<file path="src/shared/frsc_pkg.sv">
// frsc_pkg: constants and types shared by the flash read stall controller
// assumes: ahb-lite style slave port, 32-bit data, three flash arrays per controller
package frsc_pkg;
  // ------------------------------------------------------------------
  // array select
  // ------------------------------------------------------------------
  localparam int          NUM_ARRAYS       = 3;
  localparam logic [1:0]  ARR_MAIN         = 2'h0;
  localparam logic [1:0]  ARR_INFO_ROW     = 2'h1;
  localparam logic [1:0]  ARR_SECOND_INFO  = 2'h2;
  // ------------------------------------------------------------------
  // address map of one controller (byte address bits above the window)
  // ------------------------------------------------------------------
  localparam int          ADDR_W           = 20;
  localparam int          SEL_LSB          = 18;
  localparam logic [1:0]  SEL_MAIN         = 2'h0;
  localparam logic [1:0]  SEL_MAIN_HI      = 2'h1;
  localparam logic [1:0]  SEL_INFO_ROW     = 2'h2;
  localparam logic [1:0]  SEL_SECOND_INFO  = 2'h3;
  localparam int          INFO_OFS_BIT     = 17;
  // ------------------------------------------------------------------
  // ahb encodings
  // ------------------------------------------------------------------
  localparam logic [1:0]  HTRANS_IDLE      = 2'h0;
  localparam logic [1:0]  HTRANS_NONSEQ    = 2'h2;
  localparam logic        HRESP_OKAY       = 1'h0;
  localparam logic        HRESP_ERROR      = 1'h1;
  // ------------------------------------------------------------------
  // flash read latency in cycles
  // ------------------------------------------------------------------
  localparam int          READ_WAIT        = 1;
  localparam logic [31:0] RDATA_RESET      = 32'h0000_0000;

  typedef enum logic [2:0] {
    FRSC_IDLE,
    FRSC_READ,
    FRSC_STALL,
    FRSC_ERR1,
    FRSC_ERR2,
    FRSC_DONE
  } frsc_state_t;
endpackage : frsc_pkg

</file>
<file path="src/frsc_busy_sync.sv">
// frsc_busy_sync: two flip-flop synchroniser for one array busy flag
// assumes: busy comes from the flash macro, possibly off this clock
`timescale 1ns/10ps
module frsc_busy_sync (
  // clock and reset
  input  wire logic clk_sys,
  input  wire logic reset_n,
  // flag
  input  wire logic busy_async,
  output logic      busy
);
  logic meta;
  logic next_meta;
  logic next_busy;

  always_comb begin
    next_meta = busy_async;
    next_busy = meta;
  end

  always_ff @(posedge clk_sys or negedge reset_n) begin
    if (!reset_n) begin
      meta <= 1'b0;
      busy <= 1'b0;
    end else begin
      meta <= next_meta;
      busy <= next_busy;
    end
  end
endmodule : frsc_busy_sync

</file>
<file path="src/frsc_ctrl.sv">
// frsc_ctrl: ahb read access controller with optional stall on a busy main flash array
// assumes: one ahb-lite slave port, flash arrays give busy flags and read data;
// one instance per attached flash (main processor flash, radio flash)
`timescale 1ns/10ps
module frsc_ctrl #(                         // one instance per attached flash
  parameter int DATA_W = 32
) (
  // clock and reset
  input  wire logic                         clk_sys,
  input  wire logic                         reset_n,
  // ahb slave
  input  wire logic                         hsel,
  input  wire logic [frsc_pkg::ADDR_W-1:0]  haddr,
  input  wire logic [1:0]                   htrans,
  input  wire logic                         hwrite,
  input  wire logic                         hready,
  output logic      [DATA_W-1:0]            hrdata,
  output logic                              hreadyout,
  output logic                              hresp,
  // stall enable from the secure misc control module
  input  wire logic                         stall_enable,
  // flash arrays: busy flags (async) and shared read port
  input  wire logic [frsc_pkg::NUM_ARRAYS-1:0] array_busy_async,
  output logic      [1:0]                   flash_array_sel,
  output logic      [frsc_pkg::ADDR_W-1:0]  flash_addr,
  output logic                              flash_rd,
  input  wire logic [DATA_W-1:0]            flash_rdata
);
  // ------------------------------------------------------------------
  // busy synchronisers, one per array
  // ------------------------------------------------------------------
  logic [frsc_pkg::NUM_ARRAYS-1:0] array_busy;

  genvar gi;
  generate
    for (gi = 0; gi < frsc_pkg::NUM_ARRAYS; gi++) begin : g_sync
      frsc_busy_sync u_sync (
        .clk_sys    (clk_sys),
        .reset_n    (reset_n),
        .busy_async (array_busy_async[gi]),
        .busy       (array_busy[gi])
      );
    end
  endgenerate

  // ------------------------------------------------------------------
  // address decode
  // ------------------------------------------------------------------
  logic [1:0] dec_sel;
  logic       dec_valid;

  always_comb begin
    dec_valid = 1'b1;
    unique case (haddr[frsc_pkg::SEL_LSB +: 2])
      frsc_pkg::SEL_MAIN,
      frsc_pkg::SEL_MAIN_HI:      dec_sel = frsc_pkg::ARR_MAIN;
      frsc_pkg::SEL_INFO_ROW: begin
        dec_sel   = haddr[frsc_pkg::INFO_OFS_BIT] ? frsc_pkg::ARR_SECOND_INFO
                                                  : frsc_pkg::ARR_INFO_ROW;
      end
      frsc_pkg::SEL_SECOND_INFO: begin
        dec_sel   = frsc_pkg::ARR_MAIN;
        dec_valid = 1'b0;
      end
    endcase
  end

  // ------------------------------------------------------------------
  // access state and request classification
  // ------------------------------------------------------------------
  frsc_pkg::frsc_state_t           state;
  frsc_pkg::frsc_state_t           next_state;
  logic                            addr_phase;
  logic                            accepting;
  logic                            tgt_busy;
  logic                            can_stall;
  logic                            held_busy;
  logic                            take_err;
  logic                            take_stall;
  logic                            take_read;
  logic                            new_req;
  logic [frsc_pkg::NUM_ARRAYS-1:0] arr_hit;
  logic [frsc_pkg::NUM_ARRAYS-1:0] arr_hit_busy;
  logic [frsc_pkg::NUM_ARRAYS-1:0] arr_stallable;

  assign addr_phase = hsel && hready && htrans[1];
  // a new address phase is taken only when nothing is in flight or the
  // previous answer stands; the error completion cycle counts as well
  assign accepting  = (state == frsc_pkg::FRSC_IDLE) ||
                      (state == frsc_pkg::FRSC_DONE) ||
                      (state == frsc_pkg::FRSC_ERR2);

  // ------------------------------------------------------------------
  // per-array view of the request
  // ------------------------------------------------------------------
  always_comb begin
    for (int i = 0; i < frsc_pkg::NUM_ARRAYS; i++) begin
      arr_hit[i]       = dec_valid && (dec_sel == 2'(i));
      arr_hit_busy[i]  = arr_hit[i] && array_busy[i];
      // the stall path is only wired for the main array; the info row
      // arrays still take the error path, so software must keep off them
      arr_stallable[i] = (2'(i) == frsc_pkg::ARR_MAIN);
    end
  end

  assign tgt_busy  = |arr_hit_busy;
  assign can_stall = stall_enable && (|(arr_hit & arr_stallable));
  assign held_busy = array_busy[flash_array_sel];
  assign new_req   = take_err || take_stall || take_read;

  always_comb begin
    take_err   = 1'b0;
    take_stall = 1'b0;
    take_read  = 1'b0;
    if (addr_phase && accepting) begin
      if (hwrite || !dec_valid) begin
        // writes go through the command path, not this read port
        take_err = 1'b1;
      end else if (tgt_busy && can_stall) begin
        take_stall = 1'b1;
      end else if (tgt_busy) begin
        take_err = 1'b1;
      end else begin
        take_read = 1'b1;
      end
    end
  end

  // ------------------------------------------------------------------
  // sequencer
  // ------------------------------------------------------------------
  always_comb begin
    next_state = state;
    unique case (state)
      frsc_pkg::FRSC_IDLE,
      frsc_pkg::FRSC_DONE,
      frsc_pkg::FRSC_ERR2: begin
        next_state = frsc_pkg::FRSC_IDLE;
        if (take_err) begin
          next_state = frsc_pkg::FRSC_ERR1;
        end else if (take_stall) begin
          next_state = frsc_pkg::FRSC_STALL;
        end else if (take_read) begin
          next_state = frsc_pkg::FRSC_READ;
        end
      end
      frsc_pkg::FRSC_STALL: begin
        // busy is seen two cycles late through the synchroniser, so the
        // stall may outlast the flag by that much, never fall short of it
        if (!held_busy) begin
          next_state = frsc_pkg::FRSC_READ;
        end
      end
      frsc_pkg::FRSC_READ: begin
        next_state = frsc_pkg::FRSC_DONE;
      end
      frsc_pkg::FRSC_ERR1: begin
        next_state = frsc_pkg::FRSC_ERR2;
      end
      default: begin
        next_state = frsc_pkg::FRSC_IDLE;
      end
    endcase
  end

  always_ff @(posedge clk_sys or negedge reset_n) begin
    if (!reset_n) begin
      state <= frsc_pkg::FRSC_IDLE;
    end else begin
      state <= next_state;
    end
  end

  // ------------------------------------------------------------------
  // flash read port
  // ------------------------------------------------------------------
  logic [1:0]                  next_flash_array_sel;
  logic [frsc_pkg::ADDR_W-1:0] next_flash_addr;
  logic                        next_flash_rd;

  always_comb begin
    next_flash_array_sel = flash_array_sel;
    next_flash_addr      = flash_addr;
    next_flash_rd        = 1'b0;
    // the select is kept through a stall so the held array is the one watched
    if (new_req) begin
      next_flash_array_sel = dec_sel;
      next_flash_addr      = haddr;
    end
    if (take_read) begin
      next_flash_rd = 1'b1;
    end
    if ((state == frsc_pkg::FRSC_STALL) && !held_busy) begin
      next_flash_rd = 1'b1;
    end
  end

  always_ff @(posedge clk_sys or negedge reset_n) begin
    if (!reset_n) begin
      flash_array_sel <= frsc_pkg::ARR_MAIN;
      flash_addr      <= '0;
      flash_rd        <= 1'b0;
    end else begin
      flash_array_sel <= next_flash_array_sel;
      flash_addr      <= next_flash_addr;
      flash_rd        <= next_flash_rd;
    end
  end

  // ------------------------------------------------------------------
  // read data
  // ------------------------------------------------------------------
  logic [DATA_W-1:0] next_hrdata;

  always_comb begin
    next_hrdata = hrdata;
    if (state == frsc_pkg::FRSC_READ) begin
      // flash data is taken in the same cycle as the read strobe
      next_hrdata = flash_rdata;
    end
  end

  always_ff @(posedge clk_sys or negedge reset_n) begin
    if (!reset_n) begin
      hrdata <= frsc_pkg::RDATA_RESET[DATA_W-1:0];
    end else begin
      hrdata <= next_hrdata;
    end
  end

  // ------------------------------------------------------------------
  // bus answer
  // ------------------------------------------------------------------
  logic next_hreadyout;
  logic next_hresp;

  always_comb begin
    next_hreadyout = hreadyout;
    next_hresp     = hresp;
    unique case (state)
      frsc_pkg::FRSC_IDLE,
      frsc_pkg::FRSC_DONE,
      frsc_pkg::FRSC_ERR2: begin
        // every taken request opens with a wait state; an error shows its
        // response already there, as the two-cycle answer demands
        next_hreadyout = !new_req;
        if (take_err) begin
          next_hresp = frsc_pkg::HRESP_ERROR;
        end else begin
          next_hresp = frsc_pkg::HRESP_OKAY;
        end
      end
      frsc_pkg::FRSC_STALL: begin
        next_hreadyout = 1'b0;
        next_hresp     = frsc_pkg::HRESP_OKAY;
      end
      frsc_pkg::FRSC_READ: begin
        next_hreadyout = 1'b1;
        next_hresp     = frsc_pkg::HRESP_OKAY;
      end
      frsc_pkg::FRSC_ERR1: begin
        next_hreadyout = 1'b1;
        next_hresp     = frsc_pkg::HRESP_ERROR;
      end
      default: begin
        next_hreadyout = 1'b1;
        next_hresp     = frsc_pkg::HRESP_OKAY;
      end
    endcase
  end

  always_ff @(posedge clk_sys or negedge reset_n) begin
    if (!reset_n) begin
      hreadyout <= 1'b1;
      hresp     <= frsc_pkg::HRESP_OKAY;
    end else begin
      hreadyout <= next_hreadyout;
      hresp     <= next_hresp;
    end
  end
endmodule : frsc_ctrl

</file>
<file path="config.mk">
export PLATFORM = sky130hd
export DESIGN_NAME = frsc_ctrl
export DESIGN_NICKNAME = d
export VERILOG_FILES = /design/src/shared/frsc_pkg.sv /design/src/frsc_busy_sync.sv /design/src/frsc_ctrl.sv
export SDC_FILE = /design/constraint.sdc
export NUM_CORES = 1
export LEC_CHECK = 0
export BUFFER_PORTS_ARGS = -buffer_cell sky130_fd_sc_hd__buf_2
export CAP_MARGIN = 0
export CORE_ASPECT_RATIO = 1.2
export CORE_UTILIZATION = 51
export CTS_BUF_LIST = sky130_fd_sc_hd__clkbuf_2
export CTS_CLUSTER_DIAMETER = 80
export DETAILED_ROUTE_END_ITERATION = 10
export GPL_ROUTABILITY_DRIVEN = 0
export PLACE_DENSITY_LB_ADDON = 0.2
export SYNTH_ARGS = -nofsm -noshare
export SYNTH_HDL_FRONTEND = slang
export SYNTH_HIERARCHICAL = 1
export SYNTH_SLANG_ARGS = --single-unit
</file>
<file path="constraint.sdc">
create_clock -name clk_sys -period 3.1 [get_ports clk_sys]
set_clock_uncertainty 0.15 [all_clocks]
set_input_delay 0 -clock clk_sys [delete_from_list [all_inputs] [get_ports clk_sys]]
set_output_delay 0 -clock clk_sys [all_outputs]
set_load 0.01 [all_outputs]
</file>
# Word level (Yosys, flattened, before mapping)
# Index checks and enable logic that the tools add are counted.
dict set report classes {
  add_sub_neg 0
  n_mul 0
  div_mod_pow 0
  order_cmp 1
  eq_ne 11
  shifts 0
  n_mux 26
  bitwise 0
  n_reduce_logical 25
}
# op count
set op_table {}
lappend op_table {{2-to-1 mux 1 bit} 17}
lappend op_table {{logical AND 1 bit} 12}
lappend op_table {{one-hot mux 3 bit (4 select lines)} 1}
lappend op_table {{OR reduction 3 bit} 3}
lappend op_table {{equality test 2 bit, second input constant} 3}
lappend op_table {{equality test 3 x 2 -> 1 bit, second input constant} 2}
lappend op_table {{equality test 3 bit, second input constant} 2}
lappend op_table {{2-to-1 mux 2 bit} 3}
lappend op_table {{logical OR 1 bit} 5}
lappend op_table {{equality test 2 x 1 -> 1 bit, second input constant} 2}
lappend op_table {{logical NOT 2 bit} 2}
lappend op_table {{one-hot mux 1 bit (2 select lines)} 2}
lappend op_table {{one-hot mux 2 bit (2 select lines)} 1}
lappend op_table {{equality test 3 x 1 -> 1 bit, second input constant} 1}
lappend op_table {{logical NOT 3 bit} 1}
lappend op_table {{< comparator 2 x 3 -> 1 bit, second input constant} 1}
lappend op_table {{2-to-1 mux 3 bit} 1}
lappend op_table {{binary-select mux 1 bit (select 2 bit)} 1}
lappend op_table {{logical NOT 1 bit} 2}
lappend op_table {{!= test 2 bit, second input constant} 1}
dict set report totals {
  reg_bits 66
  latch_bits 0
  ramBits 0
  rom_bits 0
  input_bits 63
  out_inout_bits 57
  elab_cells 76
  mem_count 0
}

# Depth between registers and ports, before layout
# Gate-level depths: netlist (run 1).
dict set report depth {
  depth_word 15
  mapped_depth 5
  ltp_nobuf 3
}

# By module
# The synthesis (run 1) kept the hierarchy.
# module instances cells_per_inst area_per_inst_um2 seq_area_each_um2
set modules_own_cells {}
lappend modules_own_cells {frsc_ctrl 1 147 2367.3 1502.7}
lappend modules_own_cells {frsc_busy_sync 3 2 50.0 50.0}

# Least setup slack after synthesis (run 1)
# OpenSTA, ideal clock, no wires.
dict set report synth_timing {
  path_type {register to register}
  from {register state[0]}
  to {register flash_addr[10] (netlist name)}
  setup_time_ns 0.125
  arrival_ns 1.339
  t_required_ns 2.825
  slack_ns 1.486
  stages_incl_launch_ff 6
  n_path_buf 2
  period_less_slack_ns 1.614
  cell_sequence {dfrtp_1 nor2b_2 buf_6 nor2_4 buf_6 mux2_2}
}
dict set report synth_via {
  elab_chain_cells 7
  elab_cells_between_ends 11
  classes_between {eq/ne (2); mux (3); reduce/logical (6)}
}
# element line_no
set synth_rtl {}
lappend synth_rtl {{from (decl)} frsc_ctrl.sv:71} ;# frsc_pkg::frsc_state_t state;
lappend synth_rtl {{from (signal assigned)} frsc_ctrl.sv:168} ;# state <= frsc_pkg::FRSC_IDLE;
lappend synth_rtl {{from (signal assigned)} frsc_ctrl.sv:170} ;# state <= next_state;
lappend synth_rtl {{equality test 3 bit or logical NOT 3 bit (tied branches)} {frsc_ctrl.sv:90, frsc_ctrl.sv:89}}
lappend synth_rtl {{logical OR 1 bit} frsc_ctrl.sv:89} ;# assign accepting = (state == frsc_pkg::FRSC_IDLE) ||
lappend synth_rtl {{logical OR 1 bit (*)} frsc_ctrl.sv:90} ;# (state == frsc_pkg::FRSC_DONE) ||
lappend synth_rtl {{logical AND 1 bit (*)} frsc_ctrl.sv:115} ;# if (addr_phase && accepting) begin
lappend synth_rtl {{2-to-1 mux 1 bit} frsc_ctrl.sv:115}
lappend synth_rtl {{logical OR 1 bit} frsc_ctrl.sv:109} ;# assign new_req = take_err || take_stall || take_read;
lappend synth_rtl {{logical OR 1 bit (*)} frsc_ctrl.sv:109}
lappend synth_rtl {{to (signal assigned)} frsc_ctrl.sv:205} ;# flash_addr <= next_flash_addr;
lappend synth_rtl {{to (decl)} frsc_ctrl.sv:25} ;# output logic [frsc_pkg::ADDR_W-1:0] flash_addr,
# Mark *: on every way between the ends. The rest lies on a longest branch, timed or not.
# A chain may end at the register's enable or synchronous reset.

# Final worst setup path (run 1)
dict set report layout_timing {
  from {register state[1]}
  to {register flash_addr[2] (netlist name)}
}
# Same word-level chain as after synthesis.

==> results.md, run 1 <==
* WL/cell at 15.7 µm
* Synth Register Bits at 66
* Layout area overhead at 60.2%
* Peak Freq at 354 MHz
* First-pass GRT wire length at 10400 µm
* Detailed-route via count at 2082
* Worst R2R End: flash_addr[2]
* Seq/Total Area, Yosys at 0.657
* Worst-Margin Slew at 1020 ps
* CP most frequent cell: dlygate4sd3_1
* Slew margin rel. at 0.315
* Slew Viols, Final at 0
* Worst hold endpoint: g_sync[0].u_sync/meta
* Fin nets at 422
* I/O pins at 120
* Critical-path top delay cell: dlygate4sd3_1
* Final WL at 6630 µm
* Critical path class: reg -> reg
* Largest net degree at the start of global routing at 24
* IO buf count at 118
* Critical path fanouts, max at 19
* Clk buf depth at 2
* Hold WC Path Type: in -> reg
* Final setup TNS at 0 ps
* GR Util met2 at 0.491
* PD cells at 827 nW/µm²
* Num CTS Buffers at 9
* R2r startpoint: state[1]
* Grt total ovfl at 0
* FILL cells at 206
* Root buf cell: clkbuf_2
* CP Data Arrival Time at 3070 ps
* Prevailing post-synth register cell: dfrtp_1
* Die X at 66.1 µm
* Warnings from Yosys at 6
* GRT met1 Usage at 0.312
* Cells on Worst Hold Path at 2
* Final WS setup at 273 ps
* Layout cells sized above 1 at 0.544
* Status: complete, no violations
* Top post-synthesis cells by area: dfrtp_1 (65%), mux2_2 (22%), buf_6 (1.3%), mux2_4 (1.2%), dfstp_2 (1.0%)
* GR Util met3 at 0.0560
* Flop2flop setup slack at 270 ps
* Post-synthesis average cell area at 16.5 µm²
* Post-Place Setup Slack at 1160 ps
* Tmin final at 2830 ps
* TritonCTS clock tree: yes
* Clk sink count at 66
* Leak pwr at 0.00195 µW
* Slowest cell delay on critical path at 670 ps
* Hold Vio Cnt, Final at 0
* Maximum vdd ir drop at 0.613 mV
* Top cell type's share of synthesized area at 0.646
* Die area at 5220 µm²
* Crit path capture type: register
* RSZ-0062 raised after global routing: false
* Top cell type by total area after synthesis: dfrtp_1
* Starting density of the core at 0.540
* DR vias/cell at 4.93
* Clock latency on the worst-skew pair at 490 ps
* Most frequent cells in the layout: buf_2 (118), dlygate4sd3_1 (74), dfrtp_1 (65), mux2_2 (50), clkbuf_2 (9)
* Final HPWL DP at 3590 µm
* Commonest non-fill, non-tap cell in the layout: buf_2
* Gr usage total at 0.277
* Post-synth EDFFs at 0
* Antenna Nets Post-Route at 0
* Max-cap violations at 0
* Required @ worst endpoint at 3350 ps
* Die height at 79.0 µm
* Final Cycle Share at 0.912
* Synth unique cells at 28
* Post-Syn Nets at 216
* FP Rows at 27
* Synth Cell Area at 2520 µm²
* Worst reg-to-reg path cell count at 6
* Top Usage Layer GRT: met2
* Initial antenna violation count at 0
* Vias in the first global route at 2222
* CP Cell Sequence: nand4b_4 -> dlygate4sd3_1 -> nor2_4 -> buf_12 -> mux2_2 -> dlygate4sd3_1
* WP buf/inv at 3
* Clock slew at reported path FFs at 200 ps
* DRC Markers at 0
* Htree depth at 3
* DRT Pass-1 Iters at 4
* Ys async rst share at 1.00
* Antenna Cells at 0
* CP Launch Type: register
* DRT iter0 DRCs at 45
* Largest delay share family, worst path: buffers and inverters
* Syn Inst Count at 153
* # setup viols final at 0
* Core Area at 4660 µm²
* Hold_sp: array_busy_async[0]
==> cells by family after synthesis <==
| kind of cell | count (synthesis) | synth area share |
|---|---|---|
| flops | 66 | 0.657 |
| mux | 53 | 0.240 |
| compound gates | 13 | 0.0358 |
| simple gates | 13 | 0.0427 |
| buf+inv | 8 | 0.0253 |
==> worst max-delay path by stage <==
stage          startpoint              to  slack [ps]  cells past startpoint
2_1_floorplan    state[0]  flash_addr[10]        1490                      5
3_3_place_gp     state[2]      hrdata[21]        1170                      3
3_5_place_dp     state[2]       hrdata[1]        1160                      3
4_1_cts          state[1]   flash_addr[3]         130                      5
5_1_grt          state[1]   flash_addr[5]         210                      6
6_report         state[1]   flash_addr[2]         270                      6
==> report_power, final <==
group	switching, µW	leakage (µW)	internal (µW)
Clock	299	0.0000502	94.3
Sequential	213	0.000786	1240
Combinational	644	0.00112	844
==> stage by stage <==
stage | std cells | cell area, µm² | power (µW) | utilization | hold WS, ps
3_3_place_gp | 327 | 3160 | 2680 | 0.678 | -132
6_report | 422 | 4030 | 3340 | 0.865 | 43.4
3_5_place_dp | 327 | 3160 | 2730 | 0.678 | -128
4_1_cts | 416 | 3970 | 3270 | 0.852 | 1.35
5_1_grt | 422 | 4030 | 3540 | 0.865 | 8.63
2_1_floorplan | 153 | 2520 | 2220 | - | -446
==> registers in the layout, summed over array words and instances (netlist names), 2 cells and up <==
register            flops
flash_addr             20
flash_array_sel         2
g_sync.u_sync/busy      3
g_sync.u_sync/meta      3
hrdata                 32
state                   3
==> layout make-up <==
class | count | area (µm²) | area share
clock buffer | 9 | 45.0 | 0.0112
clock inverter | 7 | 36.3 | 0.00900
inverter | 2 | 7.51 | 0.00186
multi-input combinational | 79 | 807 | 0.200
sequential | 66 | 1650 | 0.410
tap | 58 | 72.6 | 0.0180
timing repair buffer | 201 | 1410 | 0.350
==> timing repair <==
item / 4_1_cts / 5_1_grt
setup endpoints to repair: 0 / 1
endpoints found under the hold margin: 128 / 1
gates resized for setup: 0 / 0
buffers inserted: 0 / 5
hold buffers: 73 / 1
==> Yosys cell counts, drive strengths merged (2+ instances only) <==
master and count:
dfrtp 65, mux2 52, buf 6, o21ai 5, nor3b 3, a22o 2
inv 2, nor2 2, o31ai 2
==> layer usage <==
layer  wire length, µm  share of wire
met5                 0              0
met4               180          0.027
met3               355          0.054
met2              3600           0.54
met1              2500           0.38
Power figures use the tool's default switching activity.
==> inputs of run 2 (changes only) <==
--- a/config.mk
+++ b/config.mk
@@ -13,8 +13,9 @@
 export CTS_CLUSTER_DIAMETER = 80
 export DETAILED_ROUTE_END_ITERATION = 10
 export GPL_ROUTABILITY_DRIVEN = 0
-export PLACE_DENSITY_LB_ADDON = 0.2
+export PLACE_DENSITY = 0.92
 export SYNTH_ARGS = -nofsm -noshare
 export SYNTH_HDL_FRONTEND = slang
 export SYNTH_HIERARCHICAL = 1
 export SYNTH_SLANG_ARGS = --single-unit
+export TNS_END_PERCENT = 100
==> run 2 against run 1 <==
  * Highest routed layer unchanged
  * Critical path depth stayed put
  * Sequential power hardly changed
  * Critical path type unchanged
  * Core utilization up 1.0 points
  * Largest power group unchanged
  * Maximum frequency is 2.1% lower
  * Sequential share of layout area decreased by 0.48 points
==> results.md, run 2 (synthesis gave the netlist of run 1 again) <==
* Status: complete, no violations
* Gr usage total at 0.312 (+0.0350)
* Slew margin rel. at 0.466 (+0.151)
* Worst R2R End: flash_addr[10]
* RSZ-0062 raised after global routing: false
* Die area at 5220 µm² (unchanged)
* # setup viols final at 0 (unchanged)
* FP Rows at 27 (unchanged)
* Initial antenna violation count at 0 (unchanged)
* Most frequent cells in the layout: buf_2 (118), dlygate4sd3_1 (81), dfrtp_1 (65), mux2_2 (50), clkbuf_2 (10)
* Flop2flop setup slack at 210 ps (-60 ps)
* First-pass GRT wire length at 11500 µm (+10%)
* DRC Markers at 0 (unchanged)
* Final WS setup at 211 ps (-61.7 ps)
* Die X at 66.1 µm (unchanged)
* CP Cell Sequence: nand4b_4 -> dlygate4sd3_1 -> nor2_4 -> buf_12 -> mux2_2 -> dlygate4sd3_1
* WP buf/inv at 3 (unchanged)
* Final HPWL DP at 3720 µm (+3.6%)
* Grt total ovfl at 0 (unchanged)
* Root buf cell: clkbuf_2
* Finished Layout Cells at 423 (+0.24%)
* Worst hold margin at 58.8 ps (+15.3 ps)
* Antenna Cells at 0 (unchanged)
* I/O pins at 120 (unchanged)
* Layout area overhead at 62.1%
* Final setup TNS at 0 ps (unchanged)
* Hold Vio Cnt, Final at 0 (unchanged)
* WL/cell at 18.3 µm (+17%)
* CP Data Arrival Time at 3100 ps (+30 ps)
* FILL cells at 219 (+6.3%)
* Max reg flops at 32 (unchanged)
* Post-Place Setup Slack at 1100 ps (-61.4 ps)
* Final Cycle Share at 0.932 (+0.0199)
* DRT Pass-1 Iters at 4 (unchanged)
* Maximum vdd ir drop at 0.522 mV (-15%)
* Largest net degree at the start of global routing at 67 (+180%)
* Hold WC Path Type: in -> async
* Starting density of the core at 0.540 (unchanged)
* Placed cell area at 3150 µm² (-0.47%)
* Worst-Margin Slew at 801 ps (-223 ps)
* IO buf count at 118 (unchanged)
* Clk sink count at 66 (unchanged)
* PD cells at 858 nW/µm² (+3.8%)
* Antenna Nets Post-Route at 0 (unchanged)
* Cell area after layout at 4080 µm² (+1.2%)
* Vias in the first global route at 2383 (+7.2%)
* Clock slew at reported path FFs at 170 ps (-30 ps)
* Max-cap violations at 0 (unchanged)
* Top reg by flops: hrdata
* Fin nets at 424 (+0.47%)
* Layout cells sized above 1 at 0.526 (-0.0179)
* Leak pwr at 0.00197 µW (+1.1%)
* Critical path fanouts, max at 18 (-1)
* Detailed-route via count at 2200 (+5.7%)
* Num CTS Buffers at 9 (unchanged)
* Slew Viols, Final at 0 (unchanged)
* Top Registers: hrdata (32), flash_addr (20)
* TritonCTS clock tree: yes
* Critical path class: reg -> reg
* Final WL at 7740 µm (+17%)
* Core Area at 4660 µm² (unchanged)
* CP Launch Type: register
* Commonest non-fill, non-tap cell in the layout: buf_2
* Required @ worst endpoint at 3310 ps (-40 ps)
* Critical-path top delay cell: dlygate4sd3_1
* Crit path capture type: register
* Peak Freq at 346 MHz (-2.1%)
* Clk buf depth at 2 (unchanged)
* Clock latency on the worst-skew pair at 460 ps (-30 ps)
* DRT iter0 DRCs at 102 (+130%)
* Htree depth at 3 (unchanged)
* Largest delay share family, worst path: buffers and inverters
* Inst Count DP at 325 (-0.61%)
* Die height at 79.0 µm (unchanged)
* DR vias/cell at 5.20 (+5.4%)
* Slowest cell delay on critical path at 700 ps (+30 ps)
* Worst reg-to-reg path cell count at 6 (unchanged)
* CP most frequent cell: dlygate4sd3_1
* Tmin final at 2890 ps (+61.7 ps)
* R2r startpoint: state[1]
run 2: cell count changes in the layout (fill, tap and decap cells not counted):
cell	delta
bufinv_16	+1
clkinvlp_4	-2
buf_4	-5
dlygate4sd3_1	+7
clkbuf_2	+1
clkinv_2	-1
run 2: tightest hold or removal path, cell delays in order:
cell and delay [ps]:
dlygate4sd3_1 510, buf_2 100, buf_4 620
run 2: cell type report:
type / count / area [µm²] / area share
multi-input combinational: 79 / 807 / 0.198
clock buffer: 10 / 50.0 / 0.0123
tap: 58 / 72.6 / 0.0178
timing repair buffer: 203 / 1440 / 0.354
inverter: 2 / 7.51 / 0.00184
sequential: 66 / 1650 / 0.405
clock inverter: 5 / 46.3 / 0.0113
run 2: worst max-delay path by stage:
stage	startpoint	end	slack, ps	cells after the start
4_1_cts	state[1]	flash_addr[0]	100	5
3_5_place_dp	state[2]	hrdata[20]	1100	3
6_report	state[1]	flash_addr[10]	210	6
2_1_floorplan	state[0]	flash_addr[10]	1490	5
5_1_grt	state[1]	flash_addr[10]	140	6
3_3_place_gp	state[2]	hrdata[23]	1160	3
run 2: timing repair:
item | 4_1_cts | 5_1_grt
hold buffers | 81 | 0
gates resized for setup | 0 | 0
buffers inserted | 0 | 2
endpoints found under the setup margin | 0 | 15
hold endpoints to repair | 128 | 0
run 2: report_power, final:
part           total [µW]  internal [µW]  switching, µW
sequential           1480           1240            235
combinational        1570            884            682
clock                 461            177            283
run 2: routing by layer:
metal	up-vias	track usage	wire length [µm]
met3	26	0.0790	497
met4	0	0.164	289
met2	135	0.616	4490
li1	963	-	-
met1	1076	0.273	2460
met5	-	0	0
run 2: metrics by stage:
step,total power (µW),utilization
floorplan,2220,-
global placement,2660,0.675
detailed placement,2750,0.675
CTS,3410,0.869
global route,3680,0.875
finish,3500,0.875
==> inputs of run 3 (changes only) <==
--- a/config.mk
+++ b/config.mk
@@ -14,6 +14,7 @@
 export DETAILED_ROUTE_END_ITERATION = 10
 export GPL_ROUTABILITY_DRIVEN = 0
 export PLACE_DENSITY = 0.92
+export REMOVE_ABC_BUFFERS = 1
 export SYNTH_ARGS = -nofsm -noshare
 export SYNTH_HDL_FRONTEND = slang
 export SYNTH_HIERARCHICAL = 1
==> run 3 against run 2 <==
  * Clock power rose by 1%
  * Highest routed layer unchanged
  * Largest power group unchanged
  * Sequential share of layout area grew 0.21 points
  * Design area is 0.52% lower
==> results.md, run 3 (synthesis gave the netlist of run 1 again) <==
* TritonCTS clock tree: yes
* Required @ worst endpoint at 3300 ps (about the same)
* Layout cells sized above 1 at 0.527 (+0.00145)
* Flop2flop setup slack at 80 ps (-130 ps)
* Most frequent cells in the layout: buf_2 (118), dlygate4sd3_1 (81), dfrtp_1 (65), mux2_2 (50), clkbuf_2 (12)
* P_int at 2320 µW (+0.61%)
* First-pass GRT wire length at 11100 µm (-3.2%)
* Fin nets at 422 (-0.47%)
* Vias in the first global route at 2328 (-2.3%)
* Slew Viols, Final at 0 (unchanged)
* Switching power at 1150 µW (-3.9%)
* RSZ-0062 raised after global routing: false
* Cell area after layout at 4060 µm² (-0.52%)
* Initial antenna violation count at 0 (unchanged)
* DRT iter0 DRCs at 141 (+38%)
* Num CTS Buffers at 9 (unchanged)
* Placed cell area at 3150 µm² (unchanged)
* Crit path capture type: register
* Worst setup startpoint: state[1]
* FP Rows at 27 (unchanged)
* Grt total ovfl at 0 (unchanged)
* Top reg by flops: hrdata
* CP Cell Sequence: nand4b_4 -> dlygate4sd3_1 -> nor2_4 -> mux2_2 -> dlygate4sd3_1
* Die X at 66.1 µm (unchanged)
* Leak pwr at 0.00197 µW (-0.29%)
* Clock slew at reported path FFs at 160 ps (about the same)
* Worst reg-to-reg path cell count at 5 (-1)
* Slowest cell delay on critical path at 670 ps (-30 ps)
* Worst-Margin Slew at 954 ps (+153 ps)
* CP Data Arrival Time at 3220 ps (+120 ps)
* CP most frequent cell: dlygate4sd3_1
* Final WL at 7050 µm (-8.9%)
* Root buf cell: clkbuf_2
* Final HPWL DP at 3640 µm (-2.1%)
* Power Total at 3470 µW (-0.95%)
* Commonest non-fill, non-tap cell in the layout: buf_2
* WP buf/inv at 2 (-1)
* Clock latency on the worst-skew pair at 450 ps (about the same)
* Largest delay share family, worst path: buffers and inverters
* Worst hold endpoint: g_sync[1].u_sync/meta
* PD cells at 855 nW/µm² (-0.43%)
* Clk pwr share at 0.134 (+0.002)
* IO buf count at 118 (unchanged)
* Layout area overhead at 61.2%
* Hold_sp: array_busy_async[1]
* Largest net degree at the start of global routing at 46 (-31%)
* Sequential Power Share at 0.422 (about the same)
* Clk buf depth at 2 (unchanged)
* Top Registers: hrdata (32), flash_addr (20)
* Maximum vdd ir drop at 0.614 mV (+18%)
* Antenna Nets Post-Route at 0 (unchanged)
* Die height at 79.0 µm (unchanged)
* Critical-path top delay cell: dlygate4sd3_1
* WL/cell at 16.7 µm (-8.7%)
* Hold Vio Cnt, Final at 0 (unchanged)
* Antenna Cells at 0 (unchanged)
* Htree depth at 3 (unchanged)
* I/O pins at 120 (unchanged)
* Hold WC Path Type: in -> reg
* Die area at 5220 µm² (unchanged)
* Core Area at 4660 µm² (unchanged)
* Final Cycle Share at 0.975 (+0.0433)
* Critical path fanouts, max at 19 (+1)
* Detailed-route via count at 2132 (-3.1%)
* R2r startpoint: state[1]
* Starting density of the core at 0.540 (unchanged)
* Slew margin rel. at 0.364 (-0.102)
* Clk sink count at 66 (unchanged)
* Tmin final at 3020 ps (+134 ps)
* Peak Freq at 331 MHz (-4.4%)
* Gr usage total at 0.299 (-0.0131)
* DRC Markers at 0 (unchanged)
* DR vias/cell at 5.05 (-2.9%)
* Worst R2R End: flash_addr[3]
* Status: complete, no violations
* DRT Pass-1 Iters at 7 (+3)
* CP Launch Type: register
* Power share of the combinational group at 0.444 (-0.003)
* Max reg flops at 32 (unchanged)
* Net Sw Frac at 0.332 (-0.0104)
* Critical path class: reg -> reg
* Cells on Worst Hold Path at 2
* Final setup TNS at 0 ps (unchanged)
* # setup viols final at 0 (unchanged)
* Max-cap violations at 0 (unchanged)
## run 3: cell types whose count changed in the layout (fill, tap and decap cells not counted), sizes merged
cell	delta
buf	-2
clkbuf	+2
clkinv	-1
## run 3: layer usage
metal | share of wire | GRT usage
met5 | 0 | 0
met4 | 0.030 | 0.147
met3 | 0.079 | 0.0948
met2 | 0.51 | 0.519
met1 | 0.38 | 0.322
## run 3: worst max path at each step
| stage | end | slack, ps | cells after the start |
|---|---|---|---|
| 2_1_floorplan | hrdata[0] | 660 | 2 |
| 3_3_place_gp | flash_addr[10] | 1350 | 3 |
| 3_5_place_dp | flash_addr[2] | 1320 | 3 |
| 4_1_cts | flash_addr[13] | 130 | 5 |
| 5_1_grt | flash_addr[3] | 10 | 5 |
| 6_report | flash_addr[3] | 80 | 5 |
## run 3: per-stage QoR
stage                     utilization  hold slack, ps  setup WS (ps)  std cells
after floorplan                     -            -446            660        147
after global placement          0.675           -40.6           1350        325
after detailed placement        0.675           -38.8           1320        325
after CTS                       0.871            1.79            129        422
after global routing            0.871            6.02           13.2        422
final                           0.871            58.7           76.7        422
## run 3: layout make-up
type | count | area [µm²]
clock buffer | 12 | 60.1
clock inverter | 4 | 42.5
fill | 210 | 603
inverter | 2 | 7.51
multi-input combinational | 79 | 807
sequential | 66 | 1650
tap | 58 | 72.6
timing repair buffer | 201 | 1420
## run 3: repair_timing
action,CTS,global route
setup endpoints to repair,0,0
buffers inserted,0,0
endpoints found under the hold margin,105,0
resized for setup,0,0
hold buffers,81,0
## run 3: power by group through the flow
stage	Combinational [µW]	Sequential (µW)	Clock [µW]
final	1540	1460	466
after global routing	1650	1510	514
after CTS	1510	1440	478
after detailed placement	1270	1450	0
after global placement	1230	1430	0
after floorplan	564	1620	0
